==> src/epa_pkg.sv <==
package epa_pkg;
   localparam int unsigned ADDR_W = 24;
   localparam int unsigned OFS_W = 10;
   localparam logic [1:0] TRACE_MODE = 2'h2;

   typedef enum logic [2:0] {
      EPA_SRC_NONE,
      EPA_SRC_RESET,
      EPA_SRC_ILLEGAL,
      EPA_SRC_TRACE,
      EPA_SRC_ADDR_ERR,
      EPA_SRC_INTERRUPT,
      EPA_SRC_TRAP
   } epa_src_t;

   // vector table offsets, advanced mode
   localparam logic [OFS_W-1:0] OFS_RESET = 10'h000;
   localparam logic [OFS_W-1:0] OFS_ILLEGAL = 10'h010;
   localparam logic [OFS_W-1:0] OFS_TRACE = 10'h014;
   localparam logic [OFS_W-1:0] OFS_TRAP0 = 10'h020;
   localparam logic [OFS_W-1:0] OFS_ADDR_ERR = 10'h030;

   // per-boundary information from the sequencer
   typedef struct packed {
      logic inst_done;
      logic exc_done;
      logic was_exc_return;
      logic was_ccr_or_ctl_load;
      logic was_reset_exc;
   } epa_bnd_t;

   typedef struct packed {
      logic valid;
      epa_src_t src;
      logic [ADDR_W-1:0] vec_addr;
   } epa_sel_t;
endpackage

==> src/epa_arbiter.sv <==
`timescale 1ns/1ps
`default_nettype none
module epa_arbiter
   import epa_pkg::*;
(
   // clock and reset
   input wire logic clk_sys,
   input wire logic rst,
   // reset sources
   input wire logic reset_input_pin_n,
   input wire logic wdt_overflow,
   // requests
   input wire logic undef_opcode,
   input wire logic addr_err,
   input wire logic irq_req,
   input wire logic [OFS_W-1:0] irq_vec_ofs,
   input wire logic trap_always_instr,
   input wire logic [1:0] trap_num,
   // context
   input wire epa_bnd_t bnd,
   input wire logic trace_flag,
   input wire logic [1:0] int_ctrl_mode,
   input wire logic [ADDR_W-1:0] vector_base_reg,
   input wire logic sel_ack,
   // to sequencer
   output epa_sel_t sel,
   output logic in_reset
);
   // ---------------------------------------------------------------
   // pin synchroniser
   // ---------------------------------------------------------------
   logic [2:0] pin_q, pin_d;
   logic pin_st_q, pin_st_d;
   always_comb begin
      pin_d = {pin_q[1:0], reset_input_pin_n};
      pin_st_d = (pin_q[1] == pin_q[2]) ? pin_q[2] : pin_st_q;
   end
   always_ff @(posedge clk_sys) begin
      if (rst) begin
         pin_q <= 3'h0;
         pin_st_q <= 1'h0;
      end else begin
         pin_q <= pin_d;
         pin_st_q <= pin_st_d;
      end
   end
   // a level counts only once two stages agree, so a glitch cannot start reset
   wire logic pin_rise = pin_st_d & ~pin_st_q;

   // ---------------------------------------------------------------
   // pending latches
   // ---------------------------------------------------------------
   logic rst_p_q, ill_p_q, trc_p_q, adr_p_q, adr_seen_q, trp_p_q;
   logic rst_p_d, ill_p_d, trc_p_d, adr_p_d, adr_seen_d, trp_p_d;
   logic [1:0] trp_n_q, trp_n_d;
   logic in_reset_q, in_reset_d;
   epa_sel_t sel_q, sel_d;
   logic boundary, irq_ok, trace_ok, adr_set;
   epa_src_t win;

   function automatic logic [ADDR_W-1:0] vec_of(input epa_src_t s, input logic [OFS_W-1:0] o,
                                                 input logic [ADDR_W-1:0] base);
      if (s == EPA_SRC_RESET || s == EPA_SRC_ADDR_ERR)
         vec_of = {{(ADDR_W-OFS_W){1'h0}}, o};
      else
         vec_of = base + {{(ADDR_W-OFS_W){1'h0}}, o};
   endfunction

   always_comb begin
      boundary = bnd.inst_done | bnd.exc_done;
      irq_ok = boundary & irq_req & ~bnd.was_ccr_or_ctl_load & ~bnd.was_reset_exc;
      trace_ok = boundary & trace_flag & (int_ctrl_mode == TRACE_MODE) & ~bnd.was_exc_return;
      in_reset_d = ~pin_st_d ? 1'h1 : (pin_rise ? 1'h0 : in_reset_q);
      // set wins over the acceptance clear
      rst_p_d = rst_p_q | pin_rise | wdt_overflow;
      ill_p_d = ill_p_q | (undef_opcode & ~in_reset_q);
      trc_p_d = trc_p_q | trace_ok;
      adr_set = (adr_seen_q | addr_err) & bnd.inst_done;
      adr_seen_d = (adr_seen_q | addr_err) & ~bnd.inst_done;
      adr_p_d = adr_p_q | adr_set;
      trp_p_d = trp_p_q | (trap_always_instr & ~in_reset_q);
      trp_n_d = trap_always_instr ? trap_num : trp_n_q;
      sel_d = sel_q;
      win = EPA_SRC_NONE;
      if (rst_p_q) win = EPA_SRC_RESET;
      else if (ill_p_q) win = EPA_SRC_ILLEGAL;
      else if (trc_p_q) win = EPA_SRC_TRACE;
      else if (adr_p_q) win = EPA_SRC_ADDR_ERR;
      // a trace or address error latched at this same boundary outranks it
      else if (irq_ok & ~trace_ok & ~adr_set) win = EPA_SRC_INTERRUPT;
      else if (trp_p_q) win = EPA_SRC_TRAP;
      if (sel_q.valid & sel_ack) sel_d.valid = 1'h0;
      if (~pin_st_d) begin
         sel_d = '0;
         ill_p_d = 1'h0;
         trc_p_d = 1'h0;
         adr_p_d = 1'h0;
         trp_p_d = 1'h0;
      end else if (~sel_d.valid & win != EPA_SRC_NONE) begin
         sel_d.valid = 1'h1;
         sel_d.src = win;
         case (win)
            EPA_SRC_RESET: begin
               sel_d.vec_addr = vec_of(win, OFS_RESET, vector_base_reg);
               rst_p_d = pin_rise | wdt_overflow;
            end
            EPA_SRC_ILLEGAL: begin
               sel_d.vec_addr = vec_of(win, OFS_ILLEGAL, vector_base_reg);
               ill_p_d = undef_opcode;
            end
            EPA_SRC_TRACE: begin
               sel_d.vec_addr = vec_of(win, OFS_TRACE, vector_base_reg);
               trc_p_d = trace_ok;
            end
            EPA_SRC_ADDR_ERR: begin
               sel_d.vec_addr = vec_of(win, OFS_ADDR_ERR, vector_base_reg);
               adr_p_d = adr_set;
            end
            EPA_SRC_INTERRUPT: begin
               sel_d.vec_addr = vec_of(win, irq_vec_ofs, vector_base_reg);
            end
            EPA_SRC_TRAP: begin
               sel_d.vec_addr = vec_of(win, OFS_TRAP0 + {6'h00, trp_n_q, 2'h0}, vector_base_reg);
               trp_p_d = trap_always_instr;
            end
            default: sel_d.valid = 1'h0;
         endcase
      end
   end

   always_ff @(posedge clk_sys) begin
      if (rst) begin
         rst_p_q <= 1'h0;
         ill_p_q <= 1'h0;
         trc_p_q <= 1'h0;
         adr_p_q <= 1'h0;
         adr_seen_q <= 1'h0;
         trp_p_q <= 1'h0;
         trp_n_q <= 2'h0;
         in_reset_q <= 1'h1;
         sel_q <= '0;
      end else begin
         rst_p_q <= rst_p_d;
         ill_p_q <= ill_p_d;
         trc_p_q <= trc_p_d;
         adr_p_q <= adr_p_d;
         adr_seen_q <= adr_seen_d;
         trp_p_q <= trp_p_d;
         trp_n_q <= trp_n_d;
         in_reset_q <= in_reset_d;
         sel_q <= sel_d;
      end
   end

   assign sel = sel_q;
   assign in_reset = in_reset_q;
endmodule
`default_nettype wire

==> config.mk <==
export PLATFORM = sky130hd
export DESIGN_NAME = epa_arbiter
export DESIGN_NICKNAME = d
export VERILOG_FILES = /design/src/epa_pkg.sv /design/src/epa_arbiter.sv
export SDC_FILE = /design/constraint.sdc
export NUM_CORES = 1
export LEC_CHECK = 0
export BUFFER_PORTS_ARGS = -buffer_cell sky130_fd_sc_hd__buf_2
export CAP_MARGIN = 20
export CORE_MARGIN = 2
export CORE_UTILIZATION = 25
export CTS_CLUSTER_DIAMETER = 120
export DETAILED_ROUTE_END_ITERATION = 12
export GPL_TIMING_DRIVEN = 0
export PLACE_DENSITY_LB_ADDON = 0.05
export SLEW_MARGIN = 15
export SYNTH_ARGS = -nofsm -noshare
export SYNTH_HDL_FRONTEND = slang
export SYNTH_SLANG_ARGS = --single-unit
==> constraint.sdc <==
create_clock -name clk_sys -period 4.1 [get_ports clk_sys]
set_input_delay 1.025 -clock clk_sys [delete_from_list [all_inputs] [get_ports clk_sys]]
set_output_delay 1.025 -clock clk_sys [all_outputs]
set_load 0.01 [all_outputs]
==> results of run 1 <==
[worst max-delay path: cells and delay by family]
family          cells  cell delay (ps)
buf+inv             1              100
simple gates        2              470
compound gates      5             1380
fa+ha+maj           2              640
[state kept, by name, summed over array words and instances, names as in the netlist]
name        flops
ill_p_q         1
pin_st_q        1
trc_p_q         1
adr_p_q         1
adr_seen_q      1
rst_p_q         1
trp_n_q         2
in_reset        1
pin_q           3
sel            28
trp_p_q         1
[worst max-delay path by stage]
stage                    from  endpoint  slack, ps  cells after the start
3_5_place_dp   irq_vec_ofs[0]   sel[10]        300                     10
2_1_floorplan  irq_vec_ofs[0]   sel[10]       1100                      9
5_1_grt        irq_vec_ofs[0]   sel[10]        510                     10
4_1_cts        irq_vec_ofs[0]   sel[10]        620                     10
3_3_place_gp   irq_vec_ofs[0]   sel[10]        290                     10
6_report       irq_vec_ofs[0]   sel[10]        660                     10
[cell type report]
class / count / area, sq um
sequential: 41 / 821
clock inverter: 3 / 68.8
inverter: 15 / 56.3
fill: 1599 / 10000
tap: 184 / 230
multi-input combinational: 423 / 2710
timing repair buffer: 78 / 390
buffer: 33 / 165
clock buffer: 5 / 125
[power groups by stage]
stage / logic, uW / clock network [uW] / registers [uW]
after floorplan: 158 / 0 / 413
after global routing: 280 / 574 / 405
after CTS: 254 / 560 / 405
after global placement: 253 / 0 / 414
after detailed placement: 253 / 0 / 414
final: 252 / 545 / 405
[cells in the final DEF (no fill, tap or decap), types with 5 or more instances in the layout]
cell type and count:
nor2_1 52, and2_1 5, o22ai_1 7, nand3_1 12, o21ai_0 43, xnor2_1 11, a21o_1 9, dfxtp_1 41
nand2_1 38, nand4_1 14, nand2b_1 8, clkbuf_1 14, buf_2 93, ha_1 17, a31oi_1 12, nor2b_1 5
a211oi_1 6, nor3_1 15, a21oi_1 60, clkbuf_16 5, inv_1 15
[stage by stage]
stage / hold slack (ps) / instances / utilization [%] / setup WS, ps
5_1_grt: 481 / 782 / 31.3 / 506
4_1_cts: 457 / 782 / 31.3 / 616
6_report: 451 / 782 / 31.3 / 662
3_5_place_dp: 441 / 774 / 30.0 / 304
3_3_place_gp: 431 / 774 / 30.0 / 285
2_1_floorplan: 414 / 512 / - / 1100
[metal layers]
metal / GRT usage (%) / vias up / share of wire (%)
met5: 0 / - / 0
met4: 6.27 / 0 / 1.8
met3: 3.37 / 20 / 5.8
met2: 31.7 / 152 / 45
met1: 26.5 / 2045 / 47
li1: - / 2118 / -
[synthesized netlist by cell type (7+ instances only)]
| master | number | share of area, % |
|---|---|---|
| a31oi_1 | 12 | 2.0 |
| o22ai_1 | 7 | 1.2 |
| a21o_1 | 9 | 1.8 |
| a21oi_1 | 60 | 8.0 |
| buf_2 | 15 | 2.0 |
| nand3_1 | 12 | 1.6 |
| nand4_1 | 14 | 2.3 |
| xnor2_1 | 11 | 2.6 |
| clkbuf_1 | 14 | 1.4 |
| ha_1 | 17 | 5.7 |
| nor3_1 | 15 | 2.0 |
| nand2b_1 | 8 | 1.3 |
| o21ai_0 | 43 | 5.7 |
| inv_1 | 15 | 1.5 |
| dfxtp_1 | 41 | 22 |
| nor2_1 | 52 | 5.2 |
| nand2_1 | 38 | 3.8 |
[logic make-up (layout without fill, tap and decap cells)]
logic type,count (synthesis),after routing
xor gates and xnor gates,14,14
DFF,41,41
adders and majority gates,19,19
AOI/OAI and AO/OA,202,202
and+or+nand+nor,184,184
buffers and inverters,48,134
muxes,4,4
==> results.cfg, run 1 <==
[outcome]
outcome = complete, no violations

[place]
dp_hpwl_mm = 12.1
post_dp_cell_area_sq_um = 4380
place.gp.congestion = 0.890
place.port_buffers = 78

[critical_path]
critical_path_class = in2reg
path_max_fanout = 7
cpPeakStageDelay_ps = 430
cp.required_ps = 4280
r2r-start = trp_n_q[0]
reg2regPathDepth = 10
r2r_end = sel[10]
startpoint_type = input pin
slowest_stage = o31a_1
cp_cell_sequence = buf_2 > ha_1 > fa_1 > a21oi_1 > o211a_1 > o31a_1 > nor2_1 > or3_1 > a211oi_1 > o21ai_0
arrival_ps = 3620
r2r_slack_ps = 1510
end_kind = flop

[flow_run]
maxCapViolCount = 0

[routing]
postRouteAntennaNets = 0
dr.pass1.iters = 5
drt-vias-per-instance = 5.54
post_drt_wl_per_cell_microns = 19.9
drt_iter0_markers = 337
routed_wl_mm = 15.6
drc = 0
vias = 4335

[logic_synthesis]
ys_seq_area_share_pct = 21.9
synth_area_sq_um = 3760
synth_top_family_by_area = compound AO/OA/AOI/OAI gates
async_flop_share_pct = 0
synth_fa_ha_area_share_pct = 6.73
synth_xor_area_share_pct = 3.26
ys.flop_type = dfxtp_1
synth_edf_count = 0
avgSynthCellArea_sq_um = 7.34
ys_ff_latch = 41
yosys_warnings = 0
synth_compound_area_share_pct = 35.6
synthCells = 512
syn-num-nets = 584
synthSimpleGateAreaFrac_pct = 25.5
synth.area.mux_share_pct = 1.10
ys_types = 79

[clocking]
cts_tree = done
cts.sinks = 41
numCtsBuffers = 5
htreeDepth = 2
cts_buffer_depth = 2
root_buffer = clkbuf_16
ctsHoldBuffers = 0
clkLatencyLatePin_ps = 310
clkSlewWorstSetupHoldPaths_ps = 70
post_cts_resize_count = 0
cts_setup_buffers = 0

[hold_path]
hp-class = reg2reg
min_from = sel[20]
min_to = sel[20]
holdPathStages = 1

[floorplanning]
initial_core_util_pct = 25.7
die_h_microns = 127
die_width_microns = 127
rows = 44
die_area_sq_um = 16000
core_sq_um = 14600
pin_count = 82

[cells_and_area]
drive_above_1_share_pct = 21.2
diodes = 0
final_design_area_no_fill_sq_um = 4570
syn_to_final_growth_pct = 21.7
layout.nets = 669

[timing]
fin_setup_tns_ps = 0
setup_viol = 0
layout_min_cycle_time_ps = 3440
clock_skew_ps = 6.53
drv_slew = 0
final-hold-violation-count = 0
tightest_slew_ps = 922
max_slew_margin_pct = 38.1
fin_crit_sh_pct = 83.9
rsz0062_at_grt = no
max_freq_mhz = 291

[power]
power.switching_uw = 353
p_per_area_nw_per_um2 = 263
leakagePower_uw = 0.00183
combPwrFrac_pct = 21.0
swShare_pct = 29.4
p_clk_share_pct = 45.3
seq_power_share_pct = 33.7
vdd_ir_drop_max_mv = 0.142
finalPower_uw = 1200
p_int_uw = 848

[grt]
antenna_found_initial = 0
grtUsageTotal_pct = 19.6
grt_pass1_vias = 4260
grt-ovfl-total = 0
grt_max_degree = 15
grt_pass1_wl_mm = 24.5
Note: power is estimated with default switching activity, not from simulation.
==> inputs of run 2 (changes only) <==
Clock period 4.1 ns to 2.9 ns, I/O delays scaled along.
==> results.cfg, run 2 (synthesis gave the netlist of run 1 again) <==
[clocking]
clkSlewWorstSetupHoldPaths_ps = 70
cts_buffer_depth = 2
cts.sinks = 41
root_buffer = clkbuf_16
clkLatencyLatePin_ps = 310
htreeDepth = 2
cts_setup_buffers = 0
numCtsBuffers = 5
cts_tree = done

[critical_path]
reg2regPathDepth = 8
slowest_stage = fa_1
end_kind = flop
critical_path_class = in2reg
cp_cell_sequence = buf_2 > ha_1 > fa_1 > a21oi_2 > o211a_1 > o31a_4 > nor2_1 > or3_1 > a211oi_2 > o21ai_0
cp.required_ps = 3090
r2r_slack_ps = 400
cpPeakStageDelay_ps = 430
crit_start = irq_vec_ofs[0]
startpoint_type = input pin
r2r-start = adr_p_q
path_max_fanout = 7
arrival_ps = 2960
r2r_end = sel[11]

[timing]
max_slew_margin_pct = 46.1
whs_ps = 451
tightest_slew_ps = 805
rsz0062_at_grt = no
final-hold-violation-count = 0
clock_skew_ps = 5.98
fin_setup_tns_ps = 0
drv_slew = 0
fin_crit_sh_pct = 95.5
max_freq_mhz = 361
setup_viol = 0
layout_min_cycle_time_ps = 2770

[grt]
grt_max_degree = 15
grt-ovfl-total = 0
grt_pass1_vias = 4277
antenna_found_initial = 0
grtUsageTotal_pct = 19.7
grt_pass1_wl_mm = 24.6

[power]
power.switching_uw = 508
finalPower_uw = 1710
leakagePower_uw = 0.00185
vdd_ir_drop_max_mv = 0.200
seq_power_share_pct = 33.4
p_int_uw = 1200
p_clk_share_pct = 45.0
p_per_area_nw_per_um2 = 369
swShare_pct = 29.6
combPwrFrac_pct = 21.6

[flow_run]
maxCapViolCount = 0

[outcome]
outcome = complete, no violations

[cells_and_area]
syn_to_final_growth_pct = 23.6
final_design_area_no_fill_sq_um = 4640
largest_register_ffs = 28
layout.nets = 669
layout_commonest_cell = buf_2
final.fill_count = 1603
mostFrequentLayoutCells = buf_2, a21oi_1, nor2_1
diodes = 0
drive_above_1_share_pct = 22.9

[place]
place.gp.congestion = 0.890
place.port_buffers = 78
dp_hpwl_mm = 12.1
post_dp_cell_area_sq_um = 4380

[floorplanning]
rows = 44
core_sq_um = 14600
die_width_microns = 127
pin_count = 82
die_h_microns = 127
die_area_sq_um = 16000
initial_core_util_pct = 25.7

[routing]
drt_iter0_markers = 363
routed_wl_mm = 15.7
postRouteAntennaNets = 0
vias = 4340
post_drt_wl_per_cell_microns = 20.1
dr.pass1.iters = 5
drt-vias-per-instance = 5.55
drc = 0

[hold_path]
min_from = sel[20]
min_to = sel[20]
hp-class = reg2reg
holdPathStages = 1
==> run 2: cell counts in the layout (fill, tap and decap cells not counted) <==
No cell type changed its count.
==> run 2: area by class of cell <==
cell class              count  area [sq um]  area share, %
multi-input cells         423          2790           60.0
flip-flops and latches     41           821           17.7
repair buffers             78           390           8.41
well taps                 184           230           4.96
plain buffers              33           166           3.58
clock buffers               5           125           2.69
clock inverters             3          68.8           1.48
inverters                  15          56.3           1.21
==> run 2: worst max-delay path, delay by kind of cell <==
family	cells	cell delay (ps)
buffers and inverters	1	100
AOI/OAI and AO/OA	5	1030
adders and majority gates	2	660
and+or+nand+nor	2	440
==> run 2: stage by stage <==
step | util, % | instances | setup WS, ps
6_report | 31.8 | 782 | 131
5_1_grt | 31.8 | 782 | 5.15
4_1_cts | 31.4 | 782 | 56.2
3_5_place_dp | 30.0 | 774 | -596
3_3_place_gp | 30.0 | 774 | -615
2_1_floorplan | - | 512 | 204
==> run 2: routing by layer <==
metal | up-vias | track usage [%] | wire (microns)
li1 | 2113 | - | -
met1 | 2061 | 26.8 | 7540
met2 | 138 | 30.9 | 6940
met3 | 28 | 3.46 | 772
met4 | 0 | 7.69 | 427
met5 | - | 0 | 0
==> run 2: worst max-delay path by stage <==
| stage | end |
|---|---|
| floorplan | sel[10] |
| global placement | sel[10] |
| global route | sel[20] |
| detailed placement | sel[10] |
| finish | sel[10] |
| CTS | sel[10] |
==> run 2: power by group through the flow <==
stage	clock network [uW]	registers, uW	logic [uW]
after CTS	792	572	364
final	770	572	370
after floorplan	0	584	223
after global placement	0	585	358
after global routing	811	572	409
after detailed placement	0	585	358
==> run 2: timing repair <==
action | 4_1_cts | 5_1_grt
setup endpoints to repair | 1 | 7
pin swaps | 0 | 2
hold buffers | 0 | 0
cloned | 0 | 0
gates resized for setup | 4 | 11
==> inputs of run 3 (changes only) <==
Settings changed: BUFFER_PORTS_ARGS -buffer_cell sky130_fd_sc_hd__buf_2 to -buffer_cell sky130_fd_sc_hd__clkbuf_2.
==> results.cfg, run 3 (synthesis gave the netlist of run 1 again) <==
[outcome]
outcome = complete, no violations

[timing]
rsz0062_at_grt = yes
drv_slew = 0
final-hold-violation-count = 0
max_freq_mhz = 353
setup_ws_ps = 68.4
fin_crit_sh_pct = 97.6
clock_skew_ps = 13.2
max_slew_margin_pct = 38.1
setup_viol = 0
tightest_slew_ps = 923
layout_min_cycle_time_ps = 2830

[grt]
grt-ovfl-total = 0
antenna_found_initial = 0
grtUsageTotal_pct = 19.4
grt_pass1_vias = 4206
grt_pass1_wl_mm = 24.3
grt_max_degree = 15

[cells_and_area]
final.fill_count = 1602
final_design_area_no_fill_sq_um = 4590
ff_latch_area_sq_um = 821
diodes = 0
largest_register_ffs = 28
drive_above_1_share_pct = 22.4
layout.nets = 669
multiInputGateArea_sq_um = 2760
mostFrequentLayoutCells = clkbuf_2, a21oi_1, nor2_1
syn_to_final_growth_pct = 22.3
layout_commonest_cell = clkbuf_2

[routing]
drt-vias-per-instance = 5.55
drc = 0
vias = 4339
postRouteAntennaNets = 0
post_drt_wl_per_cell_microns = 20.0
routed_wl_mm = 15.6
dr.pass1.iters = 5
drt_iter0_markers = 317

[critical_path]
crit_buf_inv = 3
reg2regPathDepth = 9
slowest_stage = or4_1
startpoint_type = input pin
r2r_slack_ps = 350
cp_cell_sequence = clkbuf_2 > ha_1 > inv_1 > fa_1 > inv_1 > a21o_1 > a31oi_1 > or4_1 > a41oi_1 > a21o_1
arrival_ps = 3090
path_max_fanout = 7
cp_top_family = compound AO/OA/AOI/OAI gates
cpPeakStageDelay_ps = 560
end_kind = flop
critical_path_class = in2reg
crit_cells = 10
r2r-start = trp_n_q[0]
r2r_end = sel[20]
cp.required_ps = 3160

[hold_path]
holdPathStages = 2
min_to = sel[24]
hp-class = reg2reg
min_from = sel[24]

[clocking]
cts.sinks = 41
cts_tree = done
cts_buffer_depth = 2
clkLatencyLatePin_ps = 310
root_buffer = clkbuf_16
numCtsBuffers = 5
ctsHoldBuffers = 0
htreeDepth = 2
clkSlewWorstSetupHoldPaths_ps = 80
cts_setup_buffers = 0

[floorplanning]
initial_core_util_pct = 25.7
pin_count = 82
die_area_sq_um = 16000
rows = 44
die_width_microns = 127
core_sq_um = 14600
die_h_microns = 127

[place]
dp_hpwl_mm = 12.0
pre_cts_ws_ps = -557
post_dp_cell_area_sq_um = 4380
place.port_buffers = 78
place.gp.congestion = 0.888

[power]
p_per_area_nw_per_um2 = 356
vdd_ir_drop_max_mv = 0.192
leakagePower_uw = 0.00181

[flow_run]
maxCapViolCount = 0
## run 3: metal layers
layer  GRT usage [%]  wire [microns]  vias up
li1                -               -     2115
met1            26.5            7410     2058
met2            31.0            7070      145
met3            3.63             813       21
met4            6.27             307        0
met5               0               0        -
## run 3: through the flow
step | power [uW] | std cells | utilization, % | hold slack (ps) | setup TNS [ps]
2_1_floorplan | 807 | 512 | - | 414 | 0
3_3_place_gp | 942 | 774 | 30.0 | 436 | -2580
3_5_place_dp | 941 | 774 | 30.0 | 449 | -2320
4_1_cts | 1650 | 782 | 31.3 | 460 | 0
5_1_grt | 1710 | 782 | 31.5 | 471 | -62.5
6_report | 1630 | 782 | 31.5 | 454 | 0
## run 3: worst max-delay path by stage
stage / from / end / slack [ps]
after floorplan: irq_vec_ofs[0] / sel[10] / 200
after global placement: irq_vec_ofs[0] / sel[10] / -600
after detailed placement: irq_vec_ofs[0] / sel[10] / -560
after CTS: irq_vec_ofs[0] / sel[10] / 60
after global routing: vector_base_reg[2] / sel[10] / -40
final: vector_base_reg[2] / sel[20] / 70
## run 3: report_power, final
part | switching [uW] | internal, uW
clock | 286 | 409
sequential | 3.69 | 568
combinational | 229 | 138
total | 518 | 1110
## run 3: final cells by class
class	instances	share of cell area [%]
multi-input combinational	423	60.1
timing repair buffer	78	8.50
clock buffer	5	2.72
clock inverter	3	1.01
tap	184	5.01
buffer	33	3.60
inverter	15	1.23
sequential	41	17.9
## run 3: worst min-delay path: stages, from the launching register on
cell,delay [ps]
dfxtp_1,310
nand2_1,50
a21oi_1,50
## run 3: repair_timing
action / CTS / global route
endpoints found under the setup margin: 1 / 5
pin swaps: 0 / 0
gates resized for setup: 5 / 4
